===== config.mk =====
export PLATFORM = sky130hd
export DESIGN_NAME = sadc_ctrl
export DESIGN_NICKNAME = d
export VERILOG_FILES = /design/src/pkg/sadc_pkg.sv /design/src/hdl/sadc_ctrl.sv
export SDC_FILE = /design/constraint.sdc
export NUM_CORES = 1
export LEC_CHECK = 0
export ABC_CLOCK_PERIOD_IN_PS = 4200
export BUFFER_PORTS_ARGS = -buffer_cell sky130_fd_sc_hd__buf_2
export CORE_MARGIN = 4
export CORE_UTILIZATION = 35
export CTS_CLUSTER_SIZE = 20
export DETAILED_ROUTE_END_ITERATION = 8
export GPL_ROUTABILITY_DRIVEN = 0
export PLACE_DENSITY = 0.6
export SLEW_MARGIN = 20
export SYNTH_ARGS = -nofsm -noshare
export SYNTH_HDL_FRONTEND = slang
export SYNTH_SLANG_ARGS = --single-unit
export TNS_END_PERCENT = 20

===== constraint.sdc =====
create_clock -name clk_sys -period 4.2 [get_ports clk_sys]
set_clock_uncertainty 0.15 [all_clocks]
set_input_delay 0.84 -clock clk_sys [delete_from_list [all_inputs] [get_ports clk_sys]]
set_output_delay 0.84 -clock clk_sys [all_outputs]
set_load 0.005 [all_outputs]

===== src/pkg/sadc_pkg.sv =====
// Functional notes
// - Start write begins conversion, clears done flag
// - Conversion completion sets the done flag
// - One conversion per start, no auto-restart
// - Start during conversion restarts it at once
// - Start trigger bit always reads zero
// - Done flag raises completion interrupt, vector four
// - Interrupt passes only while mask bit set
// - Power bit enables converter; zero powers down
// - Wait state never clears power bit
// - Reset stops conversion, control reads 40h, masked
// - Eight-bit successive approximation, clock divided twelve
// - Conversion lasts 60us at 8MHz: 70us target, per-bit ticks rounded down
// - Control at 0D1h: mask, done, start, power
// - Result at 0D0h, read-only eight-bit value
`default_nettype none
package sadc_pkg;
  localparam logic [7:0] SADC_ADDR_RESULT  = 8'hd0;
  localparam logic [7:0] SADC_ADDR_CONTROL = 8'hd1;
  localparam int         SADC_BIT_MASK     = 7;
  localparam int         SADC_BIT_DONE     = 6;
  localparam int         SADC_BIT_START    = 5;
  localparam int         SADC_BIT_POWER    = 4;
  localparam logic [7:0] SADC_CTRL_RESET   = 8'h40;
  localparam int         SADC_CLK_DIV      = 12;
  localparam int         SADC_CONV_TIME_NS = 70000;
  localparam int         SADC_OSC_REF_KHZ  = 8000;
  // Divided-clock cycles per conversion: 70us * 8MHz / 12, rounded down
  localparam int         SADC_CONV_TICKS   =
    (SADC_CONV_TIME_NS * SADC_OSC_REF_KHZ) / (1000000 * SADC_CLK_DIV);
  localparam int         SADC_DATA_W       = 8;
  typedef enum logic [0:0] {
    SADC_IDLE = 1'b0,
    SADC_CONV = 1'b1
  } sadc_state_t;
endpackage : sadc_pkg
`default_nettype wire


===== src/hdl/sadc_ctrl.sv =====
`default_nettype none
module sadc_ctrl
  import sadc_pkg::*;
#(
  parameter int DIV   = SADC_CLK_DIV,
  parameter int TICKS = SADC_CONV_TICKS
) (
  // Clock and reset
  input  wire logic                   clk_sys,
  input  wire logic                   sys_rst,
  // Processor data-space access
  input  wire logic [7:0]             cpu_addr,
  input  wire logic                   cpu_wr,
  input  wire logic [7:0]             cpu_wdata,
  output logic [7:0]                  cpu_rdata,
  // Processor state
  input  wire logic                   cpu_wait,
  // Analog comparator
  output logic [SADC_DATA_W-1:0]      dac_code,
  input  wire logic                   cmp_high,
  output logic                        converter_power,
  // Status
  output logic                        busy,
  output logic                        done_irq
);
  import sadc_pkg::*;

  localparam int STEP_W = $clog2(TICKS + 1);
  localparam int DIV_W  = $clog2(DIV + 1);
  localparam int BIT_W  = $clog2(SADC_DATA_W + 1);
  // Divided-clock ticks given to each bit decision
  localparam int PER_BIT = (TICKS / SADC_DATA_W) < 1 ? 1 : TICKS / SADC_DATA_W;

  typedef struct packed {
    sadc_state_t               state;
    logic                      done_irq_mask;
    logic                      done;
    logic                      power;
    logic [DIV_W-1:0]          div_cnt;
    logic [STEP_W-1:0]         tick_cnt;
    logic [BIT_W-1:0]          bit_idx;
    logic [SADC_DATA_W-1:0]    trial;
    logic [SADC_DATA_W-1:0]    result;
    logic [7:0]                rdata;
  } sadc_regs_t;

  sadc_regs_t r_reg;
  sadc_regs_t r_next;

  logic wr_ctrl;
  logic start_req;
  logic div_tick;

  always_comb begin
    wr_ctrl   = cpu_wr && (cpu_addr == SADC_ADDR_CONTROL);
    start_req = wr_ctrl && cpu_wdata[SADC_BIT_START];
    div_tick  = (r_reg.div_cnt == DIV_W'(DIV - 1));
    r_next    = r_reg;
    if (wr_ctrl) begin
      r_next.done_irq_mask = cpu_wdata[SADC_BIT_MASK];
      r_next.power         = cpu_wdata[SADC_BIT_POWER];
    end
    // cpu_wait deliberately ignored: power held
    r_next.div_cnt = div_tick ? '0 : r_reg.div_cnt + DIV_W'(1);
    unique case (r_reg.state)
      SADC_IDLE: begin
        // Stays idle until a new start write
      end
      SADC_CONV: begin
        if (div_tick) begin
          if (r_reg.tick_cnt == STEP_W'(PER_BIT - 1)) begin
            r_next.tick_cnt = '0;
            if (cmp_high) begin
              r_next.trial[r_reg.bit_idx[2:0]] = 1'b0;
            end
            if (r_reg.bit_idx == '0) begin
              r_next.state  = SADC_IDLE;
              r_next.done   = 1'b1;
              r_next.result = cmp_high ?
                (r_reg.trial & ~(SADC_DATA_W'(1))) : r_reg.trial;
            end else begin
              r_next.bit_idx = r_reg.bit_idx - BIT_W'(1);
              r_next.trial[r_reg.bit_idx[2:0] - 3'd1] = 1'b1;
            end
          end else begin
            r_next.tick_cnt = r_reg.tick_cnt + STEP_W'(1);
          end
        end
        if (!r_reg.power) begin
          r_next.state = SADC_IDLE;
        end
      end
    endcase
    // Start, or restart over a running conversion
    if (start_req && (wr_ctrl ? cpu_wdata[SADC_BIT_POWER] : r_reg.power)) begin
      r_next.state    = SADC_CONV;
      r_next.done     = 1'b0;
      r_next.tick_cnt = '0;
      r_next.div_cnt  = '0;
      r_next.bit_idx  = BIT_W'(SADC_DATA_W - 1);
      r_next.trial    = {1'b1, {(SADC_DATA_W-1){1'b0}}};
    end else if (start_req) begin
      r_next.done = 1'b0;
    end
    // Registered read data; start bit reads zero
    if (cpu_addr == SADC_ADDR_CONTROL) begin
      r_next.rdata = {r_next.done_irq_mask, r_next.done, 1'b0, r_next.power, 4'h0};
    end else if (cpu_addr == SADC_ADDR_RESULT) begin
      r_next.rdata = r_next.result;
    end else begin
      r_next.rdata = 8'h00;
    end
  end

  always_ff @(posedge clk_sys) begin
    if (sys_rst) begin
      // Control reads 40h, no conversion, masked
      r_reg.state         <= SADC_IDLE;
      r_reg.done_irq_mask <= SADC_CTRL_RESET[SADC_BIT_MASK];
      r_reg.done          <= SADC_CTRL_RESET[SADC_BIT_DONE];
      r_reg.power         <= SADC_CTRL_RESET[SADC_BIT_POWER];
      r_reg.div_cnt       <= '0;
      r_reg.tick_cnt      <= '0;
      r_reg.bit_idx       <= '0;
      r_reg.trial         <= '0;
      r_reg.result        <= '0;
      r_reg.rdata         <= 8'h00;
    end else begin
      r_reg <= r_next;
    end
  end

  assign cpu_rdata       = r_reg.rdata;
  assign dac_code        = r_reg.trial;
  assign converter_power = r_reg.power;
  assign busy            = (r_reg.state == SADC_CONV);
  assign done_irq        = r_reg.done && r_reg.done_irq_mask;
endmodule // sadc_ctrl
`default_nettype wire


==> summary.md, run 1 <==
| Metric | Value |
|---|---|
| CTS tree | `done` |
| CTS Sinks | `42` |
| Worst-margin pin slew | `around 0.85 ns` |
| Initial core utilization | `0.365` |
| Main combinational cell family by area after synthesis | `simple AND/OR/NAND/NOR gates` |
| H-Tree Depth | `2` |
| Final Routed Wirelength | `~4000 um` |
| TritonCTS buffer count | `5` |
| P_leak | `0.853 nW` |
| Placed insts | `between 300 and 400` |
| CP endpoint kind | `flip-flop` |
| Post-synthesis simple-gate area fraction | `0.231` |
| # DRC | `0` |
| Total core area | `5540 sq um` |
| Max reg flops | `24` |
| Clk_lat worst skew | `around 0.3 ns` |
| Reg2Reg Depth | `6` |
| Slowest stage cell, crit path | `nor4_4` |
| Mux cell area share after synthesis | `0.0730` |
| Distinct cells, synth | `47` |
| Synth Area in Adders | `0.0247` |
| Global-route wire length before repair | `roughly 7000 um` |
| Crit-path cells | `inv_1, ha_1, or3b_4, nor4_4, mux2_4, o21ba_1` |
| Cell Area, Placed | `approximately 2100 sq um` |
| P&R area growth vs syn | `10.1%` |
| All-Layer GR Usage | `0.120` |
| Top cell type's share of synthesized area | `0.416` |
| DP Worst Slack | `between 1 and 1.5 ns` |
| CTS clock-pin slew for the worst setup and hold paths | `0.08 ns` |
| Filler Cell Count | `575` |
| Number of global-route vias before repair | `1501` |
| Worst EP arrival | `2.98 ns` |
| Nets | `262` |
| Area of the multi-input gates | `971 sq um` |
| R2r setup slk | `1.26 ns` |
| Most frequent cell after synthesis | `dfxtp_1` |
| Yosys reg bits | `42` |
| Ant diodes | `0` |
| Final period util | `0.699` |
| Commonest cells in the netlist | `42 x dfxtp_1, 22 x nor2_1, 17 x a21oi_1, 17 x buf_4, 12 x nand2_1` |
| Critical path required time | `between 4 and 5 ns` |
| Synth Area in Compound Gates | `0.129` |
| Final Hold Vio Count | `0` |
| Fin crit period | `roughly 3 ns` |
| # setup viols final | `0` |
| Hold depth | `1` |
| First DRT Iteration DRCs | `75` |
| Top cell family by delay on the critical path | `simple AND/OR/NAND/NOR gates` |
| PwrDens | `340 nW/um^2` |
| VDD IR max | `0.161 mV` |
| Via density | `4.95` |
| Hold Path End | `r_reg[34]$_SDFF_PP0_` |
| Post-DP HPWL | `2880 um` |
| Syn Area/Cell | `9.15 sq um` |
| Max incr delay on CP | `between 0.7 and 0.8 ns` |
| CP Class | `reg2reg` |
| Largest fanout on the critical path | `14` |
| # hold bufs at CTS | `0` |
| Final ANT Viol Nets | `0` |
| DIE WIDTH | `around 84 um` |
| Relative slew slack | `0.432` |
| Worst Slack Setup Final | `1.26 ns` |
| Layout Utilization | `0.402` |
| R2R Path Start | `r_reg[24]$_SDFFE_PP0P_` |
| Top cells by area, synth | `dfxtp_1 42%, buf_4 6.3%, mux2i_1 5.4%` |
| Die H | `84.0 um` |
| Bufs on Longest Clock Path | `2` |
| Register area | `841 sq um` |
| Max Freq | `roughly 0.34 GHz` |
| Hold Startpoint | `r_reg[34]$_SDFF_PP0_` |
| Syn Inst Count | `221` |
| RSZ-0062 raised after global routing | `no` |
| Outcome | `complete, no violations` |
| FP Rows | `27` |
| Antenna violations before repair | `0` |
| Critical Path Start Type | `flip-flop` |
| Die ar. | `a little over 7000 sq um` |
| Fin area | `roughly 2200 sq um` |
| Setup TNS | `0 ns` |
| Crit path buf inv count | `1` |
| Xor and xnor area share after synthesis | `0.0216` |
| Post-synthesis sequential area ratio | `0.416` |
| Final Hold Slack | `0.306 ns` |
| Type of the worst min-delay path | `reg2reg` |
| Worst R2R End | `cpu_rdata[6]$_SDFF_PP0_` |
| Synth async-reset ratio | `0` |
| Post-synth EDFFs | `0` |
| Number of max-slew violations in the final report | `0` |
| Share of cells above drive strength 1 | `0.227` |
| CTS resizes | `0` |
| Final std cells w/o fill | `a little over 300` |
| Post-Syn Nets | `between 200 and 250` |
| Detailed Routing Iterations Pass 1 | `4` |
| Largest net degree at the start of global routing | `18` |
| Top_reg_cell synth | `dfxtp_1` |
| Post-CTS Setup Bufs | `0` |
| Max-Cap Viols | `0` |
| Port Buffer Count | `33` |
| Routed vias | `roughly 1500` |
| Total gr overflow | `0` |
| Num ports | `40` |
| Routed len/inst | `about 13 um` |
| Largest area contributor in the netlist | `dfxtp_1` |
| Root Buffer | `clkbuf_8` |
| Total power | `0.758 mW` |
| Synth warnings | `0` |
| Post-synthesis cell area | `2020 sq um` |
-- cells in the final DEF (no fill, tap or decap), drive strengths merged, types with 7 or more instances in the layout --
cell type	instances
nor2	22
nand2	12
nor3	7
nand4	9
a21oi	17
inv	10
buf	35
nand3	8
dfxtp	42
mux2i	11
-- power breakdown --
group | switching, mW | internal [mW]
Clock | 0.141 | 0.175
Sequential | 0.00487 | 0.403
Combinational | 0.0182 | 0.0159
Total | 0.164 | 0.594
-- per-layer routing --
layer,track usage,part of all wire,vias up
li1,-,-,807
met1,0.150,0.47,700
met2,0.195,0.47,21
met3,0.0336,0.044,6
met4,0.0439,0.017,0
met5,0,0,-
-- worst max path at each step --
stage / start / endpoint / slack (ns) / cells after the start
floorplan: cpu_addr[1] / dac_code[4]$_SDFFE_PP0P_ / 1.87 / 4
global placement: r_reg[24]$_SDFFE_PP0P_ / cpu_rdata[6]$_SDFF_PP0_ / 1.25 / 6
detailed placement: r_reg[24]$_SDFFE_PP0P_ / cpu_rdata[6]$_SDFF_PP0_ / 1.26 / 6
CTS: r_reg[24]$_SDFFE_PP0P_ / cpu_rdata[6]$_SDFF_PP0_ / 1.24 / 6
global route: r_reg[24]$_SDFFE_PP0P_ / cpu_rdata[6]$_SDFF_PP0_ / 1.05 / 6
finish: r_reg[24]$_SDFFE_PP0P_ / cpu_rdata[6]$_SDFF_PP0_ / 1.26 / 6
-- worst reg2reg max path: cells and delay by family, from the launching register on --
kind	cells	cell delay (ns)
fa+ha+maj	1	0.30
buf+inv	1	0.19
flops	1	0.46
mux	1	0.36
simple gates	2	1.20
compound gates	1	0.17
-- logic make-up (layout without fill, tap and decap cells) --
logic type	count (synthesis)	count (layout)
simple gates	80	80
flops	42	42
compound gates	40	40
buf+inv	36	53
mux	14	14
xor+xnor	5	5
fa+ha+maj	4	4
-- cell type report --
class                      count  area share
clock inverter                 3      0.0180
inverter                      10      0.0168
tap                           72      0.0404
timing repair buffer          35      0.0809
clock buffer                   5      0.0309
multi-input combinational    143       0.436
sequential                    42       0.377
No activity file was read; power rests on OpenSTA's default activity.
==> inputs of run 2 (changes only) <==
Settings changed: ABC_CLOCK_PERIOD_IN_PS 4200 to 3000.
Clock period 4.2 ns to 3 ns, I/O delays scaled along.
==> run 2 against run 1 <==
Utilization barely moved. Power rose by 32%. Cell count rose by 0.65%. First-iteration DRC count fell by 29%. Worst setup slack got worse by 0.87 ns. Non-clock buffer count rose by 2. Die area did not move. Routed wire length rose by 1.5%. Fmax rose by 13%. Count of clock-buffer cells in the layout rose by 1. Critical endpoint is now cpu_rdata[4]$_SDFF_PP0_.
==> summary.md, run 2 (same netlist as run 1, synthesis figures left out) <==
| Metric | Value |
|---|---|
| Met3 Usage GRT | `0.0326 (-0.000987)` |
| FP Rows | `27 (unchanged)` |
| Final ANT Viol Nets | `0 (unchanged)` |
| Nets | `264 (+0.76%)` |
| Share of cells above drive strength 1 | `0.233 (+0.00644)` |
| Routed len/inst | `12.8 um (+0.90%)` |
| # hold bufs at CTS | `0 (unchanged)` |
| CTS Sinks | `42 (unchanged)` |
| CTS resizes | `0 (unchanged)` |
| Critical path required time | `3.03 ns (-1.22 ns)` |
| Final period util | `0.869 (+0.170)` |
| Routed vias | `1541 (+0.46%)` |
| PwrDens | `450 nW/um^2 (+32%)` |
| Commonest non-fill, non-tap cell in the layout | `dfxtp_1` |
| Met2 GRT Util | `0.184 (-0.0108)` |
| Number of max-slew violations in the final report | `0 (unchanged)` |
| Bufs on Longest Clock Path | `2 (unchanged)` |
| First DRT Iteration DRCs | `53 (-29%)` |
| P&R area growth vs syn | `10.2% (about the same)` |
| Max reg flops | `24 (unchanged)` |
| Most Crowded Layer GR | `met2` |
| CP endpoint kind | `flip-flop` |
| Via density | `4.94 (-0.19%)` |
| Met1 Use GR | `0.148 (-0.00144)` |
| Critical Path Start Type | `flip-flop` |
| P_leak | `0.853 nW (about the same)` |
| Filler Cell Count | `581 (+1.0%)` |
| Post-CTS Setup Bufs | `0 (unchanged)` |
| Largest fanout on the critical path | `14 (unchanged)` |
| Die ar. | `7060 sq um (unchanged)` |
| Outcome | `complete, no violations` |
| Global-route wire length before repair | `6760 um (-2.4%)` |
| Worst-margin pin slew | `0.462 ns (-0.384 ns)` |
| Ant diodes | `0 (unchanged)` |
| Worst Slack Setup Final | `0.394 ns (-0.870 ns)` |
| Fin crit period | `2.61 ns (-0.330 ns)` |
| Root Buffer | `clkbuf_8` |
| Final Routed Wirelength | `4000 um (+1.5%)` |
| Total power | `1.00 mW (+32%)` |
| Type of the worst min-delay path | `reg2reg` |
| Clk_lat worst skew | `0.30 ns (about the same)` |
| CP Class | `reg2reg` |
| All-Layer GR Usage | `0.117 (-0.00297)` |
| Setup TNS | `0 ns (unchanged)` |
| DP Worst Slack | `0.410 ns (-0.853 ns)` |
| Antenna violations before repair | `0 (unchanged)` |
| TritonCTS buffer count | `5 (unchanged)` |
| Num ports | `40 (unchanged)` |
| Final Hold Vio Count | `0 (unchanged)` |
| Largest net degree at the start of global routing | `18 (unchanged)` |
| Number of global-route vias before repair | `1462 (-2.6%)` |
| Crit-path cells | `inv_1, ha_1, or3b_4, nor4_4, buf_4, mux2i_1, a21oi_1` |
| Detailed Routing Iterations Pass 1 | `4 (unchanged)` |
| Relative slew slack | `0.692 (+0.259)` |
| Initial core utilization | `0.365 (unchanged)` |
| Post-DP HPWL | `2860 um (-0.82%)` |
| Port Buffer Count | `33 (unchanged)` |
| Most frequent cells in the layout | `42 x dfxtp_1, 33 x buf_2, 22 x nor2_1` |
| Slowest stage cell, crit path | `dfxtp_1` |
| CTS tree | `done` |
| CTS clock-pin slew for the worst setup and hold paths | `0.09 ns (about the same)` |
| Max-Cap Viols | `0 (unchanged)` |
| VDD IR max | `0.172 mV (+6.8%)` |
| RSZ-0062 raised after global routing | `no` |
| Total core area | `5540 sq um (unchanged)` |
| H-Tree Depth | `2 (unchanged)` |
| DIE WIDTH | `84.0 um (unchanged)` |
| Max incr delay on CP | `0.46 ns (-0.30 ns)` |
| Die H | `84.0 um (unchanged)` |
| Worst EP arrival | `2.64 ns (-0.34 ns)` |
| R2r setup slk | `0.39 ns (-0.87 ns)` |
| # DRC | `0 (unchanged)` |
| Final Hold Slack | `0.302 ns (-0.00396 ns)` |
| Max Freq | `0.384 GHz (+13%)` |
| # setup viols final | `0 (unchanged)` |
| Total gr overflow | `0 (unchanged)` |
## run 2: cell types whose count changed in the layout (fill, tap and decap cells not counted)
cell,before,now
clkinv_2,2,1
bufinv_16,1,0
clkinvlp_4,0,1
clkbuf_8,5,6
buf_4,2,4
## run 2: routing by layer
layer  vias up  part of all wire
met1       703              0.50
met5         -                 0
met4         0             0.018
met2        21              0.45
li1        811                 -
met3         6             0.038
## run 2: worst paths after layout
kind	start	endpoint	depth (start not counted)
setup / recovery	r_reg[24]$_SDFFE_PP0P_	cpu_rdata[4]$_SDFF_PP0_	7
hold / removal	r_reg[34]$_SDFF_PP0_	r_reg[34]$_SDFF_PP0_	1
setup reg to reg	r_reg[24]$_SDFFE_PP0P_	cpu_rdata[4]$_SDFF_PP0_	7
hold reg to reg	r_reg[34]$_SDFF_PP0_	r_reg[34]$_SDFF_PP0_	1
## run 2: stage by stage
stage,util,std cells,area (sq um)
after global routing,0.402,312,2230
after detailed placement,0.385,304,2130
after global placement,0.385,304,2130
final,0.402,312,2230
after CTS,0.402,312,2230
after floorplan,-,221,2020
## run 2: power breakdown
group / switching [mW] / internal [mW] / leakage (nW)
Sequential: 0.00672 / 0.564 / 0.339
Clock: 0.199 / 0.185 / 0.0472
Combinational: 0.0263 / 0.0231 / 0.466
## run 2: final cells by class
class	count	area (sq um)	share of cell area
Multi-Input combinational cell	143	971	0.435
Sequential cell	42	841	0.377
Timing Repair Buffer	37	195	0.0875
Tap cell	72	90.1	0.0404
Clock buffer	6	82.6	0.0370
Inverter	10	37.5	0.0168
Clock inverter	2	12.5	0.00561
## run 2: critical path: cells and delay by family (launching register included)
family	cells	cell delay, ns
simple gates	2	0.75
compound gates	1	0.10
mux	1	0.28
flops	1	0.46
buf+inv	2	0.45
fa+ha+maj	1	0.30
==> inputs of run 3 (changes only) <==
Settings changed: CORE_MARGIN 4 to 10.
==> run 3 against run 2 <==
Sequential power about the same. Cell count unchanged. Routed wire length up 6.1%. Global-route usage down 1.8 points. Design area up 1.9%. Utilization up 0.52 points. Die area up 31%. Fmax up 0.69%. Critical endpoint is now r_reg[10]$_SDFF_PP0_.
==> summary.md, run 3 (same netlist as run 1, synthesis figures left out) <==
| Metric | Value |
|---|---|
| Top cell family by delay on the critical path | `simple AND/OR/NAND/NOR gates` |
| Post-CTS Setup Bufs | `0 (unchanged)` |
| Met2 wire length | `2040 um (+14%)` |
| Filler Cell Count | `585 (+0.69%)` |
| RSZ-0062 raised after global routing | `no` |
| CP Class | `reg2reg` |
| WL met1 | `1890 um (-4.7%)` |
| Root Buffer | `clkbuf_8` |
| Share of cells above drive strength 1 | `0.233 (unchanged)` |
| Final Hold Slack | `0.314 ns (+0.0123 ns)` |
| Largest net degree at the start of global routing | `20 (+2)` |
| Die H | `96.0 um (+14%)` |
| Crit. path cell count | `7 (unchanged)` |
| Final period util | `0.863 (-0.00599)` |
| Number of global-route vias before repair | `1572 (+7.5%)` |
| Routed vias | `1566 (+1.6%)` |
| # hold bufs at CTS | `0 (unchanged)` |
| Max Freq | `0.386 GHz (+0.69%)` |
| Critical Path Start | `r_reg[25]$_SDFFE_PP0P_` |
| # DRC | `0 (unchanged)` |
| CTS tree | `done` |
| Wire length on met3 | `274 um (+81%)` |
| P_leak | `0.875 nW (+2.6%)` |
| CP endpoint kind | `flip-flop` |
| First DRT Iteration DRCs | `65 (+23%)` |
| Routed len/inst | `13.6 um (+6.1%)` |
| Post-DP HPWL | `3140 um (+10%)` |
| Largest fanout on the critical path | `8 (-6)` |
| Register area | `841 sq um (unchanged)` |
| Total power | `1.16 mW (+16%)` |
| Hold Startpoint | `r_reg[34]$_SDFF_PP0_` |
| VDD IR max | `0.176 mV (+2.5%)` |
| Setup TNS | `0 ns (unchanged)` |
| Critical path required time | `3.03 ns (about the same)` |
| FP Rows | `27 (unchanged)` |
| Ant diodes | `0 (unchanged)` |
| Max-Cap Viols | `0 (unchanged)` |
| R2R Path Start | `r_reg[25]$_SDFFE_PP0P_` |
| Relative slew slack | `0.662 (-0.0300)` |
| Max incr delay on CP | `0.51 ns (+0.05 ns)` |
| P&R area growth vs syn | `12.3%` |
| Crit-path cells | `inv_1, ha_1, or3b_4, nor4_4, buf_4, mux2i_1, nor2_1` |
| Hold depth | `1 (unchanged)` |
| Global-route wire length before repair | `7320 um (+8.4%)` |
| Critical Path Start Type | `flip-flop` |
| Number of max-slew violations in the final report | `0 (unchanged)` |
| Final Hold Vio Count | `0 (unchanged)` |
| Area of the multi-input gates | `971 sq um (unchanged)` |
| Via density | `5.02 (+1.6%)` |
| Final Routed Wirelength | `4240 um (+6.1%)` |
| All-Layer GR Usage | `0.0986 (-0.0182)` |
| R2r setup slk | `0.41 ns (+0.02 ns)` |
| Type of the worst min-delay path | `reg2reg` |
| Nets | `264 (unchanged)` |
| Uppermost layer routed | `met4` |
| CTS clock-pin slew for the worst setup and hold paths | `0.09 ns (about the same)` |
| Reg2Reg Depth | `7 (unchanged)` |
| PwrDens | `513 nW/um^2 (+14%)` |
| Die ar. | `9220 sq um (+31%)` |
| Initial core utilization | `0.363 (-0.00221)` |
| Worst-margin pin slew | `0.504 ns (+0.0419 ns)` |
| # setup viols final | `0 (unchanged)` |
| Num ports | `40 (unchanged)` |
| Outcome | `complete, no violations` |
| Worst R2R End | `r_reg[10]$_SDFF_PP0_` |
| Hold Path End | `r_reg[34]$_SDFF_PP0_` |
| Detailed Routing Iterations Pass 1 | `4 (unchanged)` |
| Bufs on Longest Clock Path | `2 (unchanged)` |
| Crit path buf inv count | `2 (unchanged)` |
| Most frequent cells in the layout | `42 x dfxtp_1, 33 x buf_2, 22 x nor2_1` |
| DIE WIDTH | `96.0 um (+14%)` |
| Worst EP arrival | `2.62 ns (-0.02 ns)` |
| Slowest stage cell, crit path | `nor4_4` |
| Fin crit period | `2.59 ns (-0.0180 ns)` |
| Commonest non-fill, non-tap cell in the layout | `dfxtp_1` |
| H-Tree Depth | `2 (unchanged)` |
| CTS resizes | `0 (unchanged)` |
| Final ANT Viol Nets | `0 (unchanged)` |
| Total core area | `5570 sq um (+0.61%)` |
| CTS Sinks | `42 (unchanged)` |
| Total gr overflow | `0 (unchanged)` |
| Clk_lat worst skew | `0.30 ns (about the same)` |
| Port Buffer Count | `33 (unchanged)` |
| Antenna violations before repair | `0 (unchanged)` |
| Max reg flops | `24 (unchanged)` |
| TritonCTS buffer count | `5 (unchanged)` |
run 3: final cells by class:
cell class,count,share of cell area
multi-input combinational,143,0.427
sequential,42,0.370
timing repair buffer,37,0.0859
tap,72,0.0396
clock buffer,5,0.0303
clock inverter,3,0.0303
inverter,10,0.0165
run 3: report_power, final:
group | leakage [nW] | internal, mW | total [mW] | switching, mW
Sequential | 0.339 | 0.564 | 0.571 | 0.00712
Combinational | 0.467 | 0.0223 | 0.0481 | 0.0258
Clock | 0.0683 | 0.334 | 0.545 | 0.212
run 3: per-layer routing:
metal	global-route usage	up-vias
li1	-	812
met1	0.109	722
met2	0.170	27
met3	0.0358	5
met4	0.0332	0
met5	0	-
run 3: worst max-delay path by stage:
stage                                          to  slack [ns]
after global placement    cpu_rdata[0]$_SDFF_PP0_        0.48
after floorplan           cpu_rdata[6]$_SDFF_PP0_        0.67
after detailed placement     r_reg[10]$_SDFF_PP0_        0.45
after global routing      cpu_rdata[2]$_SDFF_PP0_        0.17
after CTS                    r_reg[10]$_SDFF_PP0_        0.41
final                        r_reg[10]$_SDFF_PP0_        0.41
run 3: through the flow:
stage | cells | setup WS [ns] | cell area [sq um] | util
6_report | 312 | 0.412 | 2270 | 0.408
5_1_grt | 312 | 0.169 | 2270 | 0.408
4_1_cts | 312 | 0.407 | 2270 | 0.408
3_5_place_dp | 304 | 0.445 | 2130 | 0.383
3_3_place_gp | 304 | 0.477 | 2130 | 0.383
2_1_floorplan | 221 | 0.667 | 2020 | -
